==> src/hw/rcd_pkg.sv <==
// package: register layout, reset values, states and carriers of the reference clock divider
package rcd_pkg;

    // register map, byte address on the bus
    localparam logic [11:0] RCD_CTRL_ADDR = 12'h000;

    // field positions inside the control word
    localparam int RCD_DIV_LSB = 16;
    localparam int RCD_DIV_MSB = 30;
    localparam int RCD_ON_BIT = 15;
    localparam int RCD_HALT_BIT = 13;
    localparam int RCD_OE_BIT = 12;
    localparam int RCD_KEEP_BIT = 11;
    localparam int RCD_SW_BIT = 9;
    localparam int RCD_ACT_BIT = 8;
    localparam int RCD_SEL_MSB = 3;

    // field widths and number of selectable sources
    localparam int RCD_DIV_W = 15;
    localparam int RCD_SEL_W = 4;
    localparam int RCD_SRC_N = 16;

    // values after reset
    localparam logic [14:0] RCD_DIV_RST = 15'h0000;
    localparam logic [3:0] RCD_SEL_RST = 4'h0;

    // highest source encoding for which keep-running-asleep is ignored
    localparam logic [3:0] RCD_SEL_NO_KEEP = 4'h1;

    // bus answers
    localparam logic [1:0] RCD_RESP_OKAY = 2'h0;
    localparam logic [1:0] RCD_RESP_SLVERR = 2'h2;

    // writable control fields, as software last wrote them
    typedef struct packed {
        logic [14:0] clock_divide_value;
        logic enable;
        logic halt_when_idle;
        logic out_enable;
        logic keep_running_asleep;
        logic [3:0] source_clock_select;
    } rcd_ctrl_t;

    localparam rcd_ctrl_t RCD_CTRL_RST = rcd_ctrl_t'(23'h000000);

    // one write beat held by the bus slave
    typedef struct packed {
        logic [31:0] data;
        logic [3:0] strb;
    } rcd_wbeat_t;

    // divider switch sequence
    typedef enum logic [2:0] {
        RCD_SW_IDLE = 3'h1,
        RCD_SW_WAIT = 3'h2,
        RCD_SW_LOAD = 3'h4
    } rcd_sw_state_t;

endpackage : rcd_pkg

==> src/hw/rcd_divider.sv <==
// module: counts rising edges of the chosen source and toggles the divided clock
module rcd_divider
    import rcd_pkg::*;
#(
    parameter int DIV_W = RCD_DIV_W
) (
    input wire logic ref_clk,
    input wire logic rst_n,
    input wire logic src_lvl,
    input wire logic run,
    input wire logic [DIV_W-1:0] divisor,
    output logic div_clk_r,
    output logic wrap_r
);

    logic src_prev_r;
    logic [DIV_W-1:0] cnt_r;
    logic src_rise;

    assign src_rise = src_lvl & ~src_prev_r;

    // previous source level for edge detection
    always_ff @(posedge ref_clk) begin
        if (!rst_n) begin
            src_prev_r <= 1'b0;
        end else begin
            src_prev_r <= src_lvl;
        end
    end

    // divisor zero passes the source; otherwise half period is divisor source edges
    always_ff @(posedge ref_clk) begin
        if (!rst_n || !run) begin
            cnt_r <= '0;
            div_clk_r <= 1'b0;
            wrap_r <= 1'b0;
        end else if (divisor == '0) begin
            cnt_r <= '0;
            div_clk_r <= src_lvl;
            wrap_r <= src_rise;
        end else if (src_rise) begin
            if (cnt_r == divisor - DIV_W'(1)) begin
                cnt_r <= '0;
                div_clk_r <= ~div_clk_r;
                wrap_r <= 1'b1; // safe point to swap divisor
            end else begin
                cnt_r <= cnt_r + DIV_W'(1);
                wrap_r <= 1'b0;
            end
        end else begin
            wrap_r <= 1'b0;
        end
    end

endmodule : rcd_divider

==> src/hw/rcd_sync.sv <==
// module: two-stage synchroniser for levels arriving from other clock domains
module rcd_sync
    import rcd_pkg::*;
#(
    parameter int W = RCD_SRC_N
) (
    input wire logic ref_clk,
    input wire logic rst_n,
    input wire logic [W-1:0] async_in,
    output logic [W-1:0] sync_r
);

    logic [W-1:0] meta_r;

    // first stage feeds only the second one
    always_ff @(posedge ref_clk) begin
        if (!rst_n) begin
            meta_r <= '0;
            sync_r <= '0;
        end else begin
            meta_r <= async_in;
            sync_r <= meta_r;
        end
    end

endmodule : rcd_sync

==> src/hw/rcd_top.sv <==
// module: reference clock divider with control register on an AXI4-Lite slave
//
// What this block does
// a 15-bit divide value in bits 30..16 sets division of the source clock
// enable bit 15 runs the generator when one, disables it when zero
// bit 13 set halts the generator while the chip idles; clear keeps it running
// bit 12 set drives the divided clock onto the output pin, clear does not; the pin also stays undriven while bit 15 is zero
// bit 11 set keeps the output running in sleep, clear stops it
// keep-running-asleep is ignored when source select is 0000 or 0001
// switch bit 9 reads one while a divider change is pending, hardware clears it
// while enabled, a new divide value waits until software sets the switch bit
// read-only bit 8 shows whether a reference clock request is active
// software must not change source or divide value while bit 8 reads one
// bits 31, 14, 10 and 7..4 always read as zero
// source select in bits 3..0 chooses the clock feeding the divider
// all fields reset to zero, generator off and pin undriven
//
// Local design decisions: register access over AXI4-Lite and the register addresses.
module rcd_top
    import rcd_pkg::*;
#(
    parameter int ADDR_W = 12,
    parameter int SRC_N = RCD_SRC_N
) (
    input wire logic ref_clk,
    input wire logic rst_n,
    // AXI4-Lite slave
    input wire logic [ADDR_W-1:0] s_axi_awaddr,
    input wire logic [2:0] s_axi_awprot,
    input wire logic s_axi_awvalid,
    output logic s_axi_awready,
    input wire logic [31:0] s_axi_wdata,
    input wire logic [3:0] s_axi_wstrb,
    input wire logic s_axi_wvalid,
    output logic s_axi_wready,
    output logic [1:0] s_axi_bresp,
    output logic s_axi_bvalid,
    input wire logic s_axi_bready,
    input wire logic [ADDR_W-1:0] s_axi_araddr,
    input wire logic [2:0] s_axi_arprot,
    input wire logic s_axi_arvalid,
    output logic s_axi_arready,
    output logic [31:0] s_axi_rdata,
    output logic [1:0] s_axi_rresp,
    output logic s_axi_rvalid,
    input wire logic s_axi_rready,
    // candidate source clocks, asynchronous to ref_clk
    input wire logic [SRC_N-1:0] source_clocks,
    // chip power state from the power controller, same domain
    input wire logic chip_idle,
    input wire logic chip_sleep,
    // output clock pin
    output logic reference_clock_out_pin_o,
    output logic reference_clock_out_pin_oe
);

    // ------------------------------------------------------------------
    // register state
    // ------------------------------------------------------------------
    rcd_ctrl_t ctrl_r;
    logic [RCD_DIV_W-1:0] active_div_r;
    logic divider_switch_request_r;
    logic active_r;
    rcd_sw_state_t sw_state_r;

    // bus slave state
    logic awready_r;
    logic wready_r;
    logic bvalid_r;
    logic [1:0] bresp_r;
    logic aw_held_r;
    logic [ADDR_W-1:0] aw_addr_r;
    logic w_held_r;
    rcd_wbeat_t w_beat_r;
    logic arready_r;
    logic rvalid_r;
    logic [31:0] rdata_r;
    logic [1:0] rresp_r;

    // pin flops
    logic pin_val_r;
    logic pin_oe_r;

    // combinational helpers
    logic wr_go;
    logic wr_hit;
    logic [31:0] wr_val;
    logic sw_set;
    logic [31:0] ctrl_image;
    logic keep_eff;
    logic run;
    logic [SRC_N-1:0] src_sync;
    logic src_lvl;
    logic div_clk;
    logic div_wrap;

    // ------------------------------------------------------------------
    // functions
    // ------------------------------------------------------------------

    // word-aligned decode; low two address bits are ignored
    function automatic logic addr_hit(input logic [ADDR_W-1:0] addr);
        addr_hit = (addr[ADDR_W-1:2] == RCD_CTRL_ADDR[ADDR_W-1:2]);
    endfunction : addr_hit

    // apply byte enables to a word
    function automatic logic [31:0] merge_bytes(
        input logic [31:0] old_w,
        input logic [31:0] new_w,
        input logic [3:0] strb
    );
        logic [31:0] m;
        m = old_w;
        for (int i = 0; i < 4; i++) begin
            if (strb[i]) begin
                m[i*8 +: 8] = new_w[i*8 +: 8];
            end
        end
        merge_bytes = m;
    endfunction : merge_bytes

    // ------------------------------------------------------------------
    // read image of the control register
    // ------------------------------------------------------------------

    // unimplemented bits are tied low here, not stored
    always_comb begin
        ctrl_image = '0;
        ctrl_image[RCD_DIV_MSB:RCD_DIV_LSB] = ctrl_r.clock_divide_value;
        ctrl_image[RCD_ON_BIT] = ctrl_r.enable;
        ctrl_image[RCD_HALT_BIT] = ctrl_r.halt_when_idle;
        ctrl_image[RCD_OE_BIT] = ctrl_r.out_enable;
        ctrl_image[RCD_KEEP_BIT] = ctrl_r.keep_running_asleep;
        ctrl_image[RCD_SW_BIT] = divider_switch_request_r;
        ctrl_image[RCD_ACT_BIT] = active_r;
        ctrl_image[RCD_SEL_MSB:0] = ctrl_r.source_clock_select;
    end

    // ------------------------------------------------------------------
    // AXI4-Lite write path: address and data taken in either order
    // ------------------------------------------------------------------
    assign wr_go = aw_held_r & w_held_r & ~bvalid_r;
    assign wr_hit = wr_go & addr_hit(aw_addr_r);
    assign wr_val = merge_bytes(ctrl_image, w_beat_r.data, w_beat_r.strb);
    // a one in the switch bit sets the request; a zero leaves it alone
    assign sw_set = wr_hit & w_beat_r.strb[1] & w_beat_r.data[RCD_SW_BIT];

    // write address channel
    always_ff @(posedge ref_clk) begin
        if (!rst_n) begin
            awready_r <= 1'b0;
            aw_held_r <= 1'b0;
            aw_addr_r <= '0;
        end else begin
            if (s_axi_awvalid && awready_r) begin
                awready_r <= 1'b0;
                aw_held_r <= 1'b1;
                aw_addr_r <= s_axi_awaddr;
            end else begin
                if (wr_go) begin
                    aw_held_r <= 1'b0;
                end
                if (!aw_held_r && !bvalid_r) begin
                    awready_r <= 1'b1;
                end
            end
        end
    end

    // write data channel
    always_ff @(posedge ref_clk) begin
        if (!rst_n) begin
            wready_r <= 1'b0;
            w_held_r <= 1'b0;
            w_beat_r <= '0;
        end else begin
            if (s_axi_wvalid && wready_r) begin
                wready_r <= 1'b0;
                w_held_r <= 1'b1;
                w_beat_r.data <= s_axi_wdata;
                w_beat_r.strb <= s_axi_wstrb;
            end else begin
                if (wr_go) begin
                    w_held_r <= 1'b0;
                end
                if (!w_held_r && !bvalid_r) begin
                    wready_r <= 1'b1;
                end
            end
        end
    end

    // write response; unmapped addresses answer SLVERR and change nothing
    always_ff @(posedge ref_clk) begin
        if (!rst_n) begin
            bvalid_r <= 1'b0;
            bresp_r <= RCD_RESP_OKAY;
        end else if (wr_go) begin
            bvalid_r <= 1'b1;
            bresp_r <= wr_hit ? RCD_RESP_OKAY : RCD_RESP_SLVERR;
        end else if (s_axi_bready && bvalid_r) begin
            bvalid_r <= 1'b0;
        end
    end

    // ------------------------------------------------------------------
    // AXI4-Lite read path: data one cycle after the address is taken
    // ------------------------------------------------------------------
    always_ff @(posedge ref_clk) begin
        if (!rst_n) begin
            arready_r <= 1'b0;
            rvalid_r <= 1'b0;
            rdata_r <= '0;
            rresp_r <= RCD_RESP_OKAY;
        end else begin
            if (s_axi_arvalid && arready_r) begin
                arready_r <= 1'b0;
                rvalid_r <= 1'b1;
                // unmapped reads return zero with SLVERR
                rdata_r <= addr_hit(s_axi_araddr) ? ctrl_image : 32'h00000000;
                rresp_r <= addr_hit(s_axi_araddr) ? RCD_RESP_OKAY : RCD_RESP_SLVERR;
            end else if (s_axi_rready && rvalid_r) begin
                rvalid_r <= 1'b0;
            end else if (!rvalid_r) begin
                arready_r <= 1'b1;
            end
        end
    end

    // ------------------------------------------------------------------
    // control fields
    // ------------------------------------------------------------------

    // software fields; everything clears on reset
    always_ff @(posedge ref_clk) begin
        if (!rst_n) begin
            ctrl_r <= RCD_CTRL_RST;
        end else if (wr_hit) begin
            ctrl_r.clock_divide_value <= wr_val[RCD_DIV_MSB:RCD_DIV_LSB];
            ctrl_r.enable <= wr_val[RCD_ON_BIT];
            ctrl_r.halt_when_idle <= wr_val[RCD_HALT_BIT];
            ctrl_r.out_enable <= wr_val[RCD_OE_BIT];
            ctrl_r.keep_running_asleep <= wr_val[RCD_KEEP_BIT];
            ctrl_r.source_clock_select <= wr_val[RCD_SEL_MSB:0];
        end
    end

    // ------------------------------------------------------------------
    // divider switch: a new divide value reaches the counter only at a wrap or while the counter is stopped
    // so the pin never sees a runt half period
    // ------------------------------------------------------------------
    always_ff @(posedge ref_clk) begin
        if (!rst_n) begin
            sw_state_r <= RCD_SW_IDLE;
            divider_switch_request_r <= 1'b0;
            active_div_r <= RCD_DIV_RST;
        end else begin
            case (sw_state_r)
                RCD_SW_IDLE: begin
                    if (!ctrl_r.enable) begin
                        // disabled: value applies at once, also one being written now
                        active_div_r <= wr_hit ? wr_val[RCD_DIV_MSB:RCD_DIV_LSB]
                            : ctrl_r.clock_divide_value;
                    end
                    if (sw_set) begin
                        divider_switch_request_r <= 1'b1;
                        sw_state_r <= RCD_SW_WAIT;
                    end
                end
                RCD_SW_WAIT: begin
                    // halted counter has no edge to wait for
                    if (div_wrap || !run) begin
                        sw_state_r <= RCD_SW_LOAD;
                    end
                end
                RCD_SW_LOAD: begin
                    active_div_r <= ctrl_r.clock_divide_value;
                    // a request landing now wins over completion
                    if (sw_set) begin
                        sw_state_r <= RCD_SW_WAIT;
                    end else begin
                        divider_switch_request_r <= 1'b0;
                        sw_state_r <= RCD_SW_IDLE;
                    end
                end
                default: begin
                    sw_state_r <= RCD_SW_IDLE;
                    divider_switch_request_r <= 1'b0;
                end
            endcase
        end
    end

    // ------------------------------------------------------------------
    // run conditions and source path
    // ------------------------------------------------------------------

    // low encodings are clocks that stop in sleep anyway
    assign keep_eff = ctrl_r.keep_running_asleep
        & (ctrl_r.source_clock_select > RCD_SEL_NO_KEEP);

    // enabled, not halted by idle, not stopped by sleep
    assign run = ctrl_r.enable
        & ~(ctrl_r.halt_when_idle & chip_idle)
        & ~(chip_sleep & ~keep_eff);

    // sources must stay below half of ref_clk to be seen by the edge detector
    rcd_sync #(
        .W(SRC_N)
    ) i_rcd_sync (
        .ref_clk(ref_clk),
        .rst_n(rst_n),
        .async_in(source_clocks),
        .sync_r(src_sync)
    );

    assign src_lvl = src_sync[ctrl_r.source_clock_select];

    rcd_divider #(
        .DIV_W(RCD_DIV_W)
    ) i_rcd_divider (
        .ref_clk(ref_clk),
        .rst_n(rst_n),
        .src_lvl(src_lvl),
        .run(run),
        .divisor(active_div_r),
        .div_clk_r(div_clk),
        .wrap_r(div_wrap)
    );

    // ------------------------------------------------------------------
    // request status and pin
    // ------------------------------------------------------------------

    // request is active while the generator is really running
    always_ff @(posedge ref_clk) begin
        if (!rst_n) begin
            active_r <= 1'b0;
        end else begin
            active_r <= run;
        end
    end

    // pin carries the clock only when enabled and output enabled
    always_ff @(posedge ref_clk) begin
        if (!rst_n) begin
            pin_val_r <= 1'b0;
            pin_oe_r <= 1'b0;
        end else begin
            pin_oe_r <= ctrl_r.enable & ctrl_r.out_enable;
            pin_val_r <= ctrl_r.enable & ctrl_r.out_enable & div_clk;
        end
    end

    // outputs straight from flops
    assign s_axi_awready = awready_r;
    assign s_axi_wready = wready_r;
    assign s_axi_bvalid = bvalid_r;
    assign s_axi_bresp = bresp_r;
    assign s_axi_arready = arready_r;
    assign s_axi_rvalid = rvalid_r;
    assign s_axi_rdata = rdata_r;
    assign s_axi_rresp = rresp_r;
    assign reference_clock_out_pin_o = pin_val_r;
    assign reference_clock_out_pin_oe = pin_oe_r;

endmodule : rcd_top
==> config.mk <==
export PLATFORM = sky130hd
export DESIGN_NAME = rcd_top
export DESIGN_NICKNAME = d
export VERILOG_FILES = /design/src/hw/rcd_pkg.sv /design/src/hw/rcd_divider.sv /design/src/hw/rcd_sync.sv /design/src/hw/rcd_top.sv
export SDC_FILE = /design/constraint.sdc
export NUM_CORES = 1
export LEC_CHECK = 0
export BUFFER_PORTS_ARGS = -buffer_cell sky130_fd_sc_hd__buf_2
export CORE_MARGIN = 3
export CORE_UTILIZATION = 35
export DETAILED_ROUTE_END_ITERATION = 10
export PLACE_DENSITY = 0.58
export SYNTH_ARGS = -nofsm -noshare
export SYNTH_HDL_FRONTEND = slang
export SYNTH_HIERARCHICAL = 1
export SYNTH_SLANG_ARGS = --single-unit
==> constraint.sdc <==
create_clock -name ref_clk -period 5.5 [get_ports ref_clk]
set_input_delay 1.1 -clock ref_clk [delete_from_list [all_inputs] [get_ports ref_clk]]
set_output_delay 1.1 -clock ref_clk [all_outputs]
set_load 0.05 [all_outputs]
==> run_results.csv <==
group,metric,value,unit
route,wirelength,16300,µm
route,via_per_inst,4.82,
logic_synthesis,syn_area,6760,µm²
global_route,grt_overflow,0,
clock_network,cts_made_buffers,17,
clock_network,clockBufferDepth,2,
timing,fmaxAchievable,354,MHz
clock_network,hold_buffers,0,
route,first_pass_iters,4,
global_route,grt_max_degree,57,
critical_path,path_max_fanout,6,
clock_network,post_cts_buffers,0,
place,dp_hpwl,11300,µm
clock_network,clock-root-buffer,"clkbuf_16",
flow_run,cap_violations,0,
floorplanning,die_h,145,µm
timing,setup_violations,0,
logic_synthesis,synth_seq_cells,167,
global_route,antenna_found_initial,0,
floorplanning,die_w,145,µm
logic_synthesis,synth_top_area_share,49.4,%
critical_path,required,5.80,ns
cells_and_area,antenna-diode-count,0,
floorplanning,design.core.area,18800,µm²
cells_and_area,finalNonFillerCells,1095,
route,drc,0,
power,leakagePower,3.16,nW
min_path,hp-start,"i_rcd_sync/meta_r[15]",
cells_and_area,final_util,43.0,%
power,power.density,324,nW/µm²
critical_path,r2r-start,"ctrl_image[0]",
critical_path,reg2reg_slack,2.68,ns
logic_synthesis,synth-main-ff-cell,"dfxtp_1",
logic_synthesis,syn_area_per_cell,9.25,µm²
logic_synthesis,synth-edff-count,0,
timing,finClkSkew,0.00917,ns
min_path,min_path_cells,1,
critical_path,crit_arrival,3.12,ns
global_route,grt_pass1_wl,26800,µm
floorplanning,ios,134,
place,place_congestion,0.803,
critical_path,r2r_cells,8,
timing,fin_crit,2.82,ns
place,port_buffers,106,
critical_path,cp-end-kind,"register",
logic_synthesis,synth_warnings,6,
timing,timing.final.hold_violations,0,
global_route,grt_pass1_vias,5097,
logic_synthesis,synth-async-reset-ratio,0,%
timing,rsz0062_at_grt,"false",
route,ant_nets,0,
route,wl_per_cell,14.9,µm
critical_path,worst-setup-path-type,"reg -> reg",
route,drt-initial-drc-count,310,
logic_synthesis,yosys.area.top_type,"dfxtp_1",
timing,period_share,51.3,%
clock_network,cts_max_level,4,
cells_and_area,areaGrowthSynthToFinish,19.7,%
logic_synthesis,synth_top_cells_by_area,"dfxtp_1 (49%), nand2_1 (6.9%), a21oi_1 (4.5%), a22o_1 (3.6%), and2_2 (3.6%)",
floorplanning,rows,50,
logic_synthesis,synth_cell_type_count,56,
cells_and_area,drive_gt1_share,23.5,%
global_route,track_usage,15.6,%
timing,worstMarginPinSlew,1.12,ns
route,route.vias.total,5279,
cells_and_area,nNetsFinal,915,
logic_synthesis,synth_most_common_cell,"dfxtp_1",
run_status,outcome,"finished clean",
clock_network,numClockSinks,167,
min_path,min_to,"i_rcd_sync/sync_r[15]",
power,ir_worst_vdd,0.195,mV
place,place_inst,1063,
timing,final.setup.tns,0,ns
clock_network,ctsResizeCount,0,
critical_path,cp-start-kind,"register",
logic_synthesis,synthTopCellsByCount,"dfxtp_1 (167), nand2_1 (124), a21oi_1 (61)",
floorplanning,start_util,35.9,%
clock_network,path_clk_slew,0.06,ns
logic_synthesis,synth_cells,731,
floorplanning,die_area,21000,µm²
timing,slew_headroom,24.7,%
logic_synthesis,yosysSeqAreaShare,49.4,%
clock_network,clk_latency,0.43,ns
min_path,worstHoldPathType,"reg -> reg",
timing,drv_slew,0,
clock_network,cts_tree,"done",
critical_path,r2r_end,"i_rcd_divider/cnt_r[14]",
-- area by class of cell --
cell class	instances	area, µm²
fillers	1869	10700
repair buffers	114	591
clock inverters	11	150
inverters	14	52.6
well taps	260	325
clock buffers	21	450
multi-input cells	508	3180
flip-flops and latches	167	3340
-- sequential cells by signal (all words and copies together) (netlist names), 3 cells and up --
register             cells
active_div_r            15
aw_addr_r               10
ctrl_image              23
i_rcd_divider/cnt_r     15
i_rcd_sync/meta_r       16
i_rcd_sync/sync_r       16
s_axi_rdata             25
sw_state_r               3
w_beat_r                28
-- through the flow --
step / hold slack (ns) / total power, mW / setup WS, ns / instance area, µm²
floorplan: 0.420 / 1.39 / 2.87 / 6790
global placement: 0.429 / 1.44 / 2.41 / 7490
detailed placement: 0.432 / 1.44 / 2.41 / 7490
CTS: 0.446 / 2.65 / 2.65 / 8090
global route: 0.455 / 2.72 / 2.46 / 8090
finish: 0.444 / 2.62 / 2.68 / 8090
-- power breakdown --
part / switching (mW) / total (mW) / internal, mW
clock network: 0.483 / 1.21 / 0.727
logic: 0.101 / 0.154 / 0.0528
registers: 0.0177 / 1.26 / 1.24
total: 0.601 / 2.62 / 2.02
-- cell usage in the layout, fill, tap and decap left out, drive strengths merged, types with 2 or more instances in the layout --
cell	instances
dfxtp	167
nand2	124
buf	114
a21oi	61
nor2	40
and2	39
nand3	37
a22o	28
clkbuf	21
mux2i	18
xor2	17
xnor2	16
o21ai	15
inv	14
a221o	11
nor3	10
and3	9
conb	9
nor2b	7
nor4	7
mux4	5
nand2b	5
clkinvlp	5
nand4	5
or4	5
nor3b	5
a32oi	4
o31ai	3
nand4b	3
bufinv	3
a211oi	3
clkinv	3
nand3b	2
or3	2
o211ai	2
and4	2
ha	2
-- worst max path at each step --
stage / startpoint / endpoint / cells past startpoint
finish: ctrl_image[0] / i_rcd_divider/cnt_r[14] / 8
global route: active_div_r[0] / i_rcd_divider/cnt_r[7] / 10
CTS: ctrl_image[0] / i_rcd_divider/cnt_r[14] / 8
detailed placement: rst_n / active_div_r[14] / 4
global placement: rst_n / active_div_r[14] / 4
floorplan: ctrl_image[0] / i_rcd_divider/cnt_r[14] / 9
-- cell families (layout without fill, tap and decap cells) --
group           Yosys count  after routing  share of synthesized area (%)
simple gates            306            306                           23.5
flops                   167            167                           49.4
compound gates          135            135                           13.7
buf+inv                  64            160                           4.40
xor+xnor                 33             33                           4.27
mux                      23             23                           4.33
fa+ha+maj                 2              2                          0.370
other cells               1              9                         0.0554
-- worst max-delay path, stage by stage (launching register included) --
cell	delay, ns
dfxtp_1	0.53
mux4_2	0.57
mux4_2	0.53
nor2b_1	0.21
and4_1	0.25
and4_1	0.27
nand4_1	0.13
xor2_1	0.16
nor2_1	0.05
-- layer usage --
layer	wire length (µm)	track usage, %	vias up
met5	0	0	-
met1	8200	21.8	2458
met4	159	4.56	0
li1	-	-	2702
met2	7290	24.1	107
met3	621	3.90	12
Note: power is estimated with default switching activity, not from simulation.
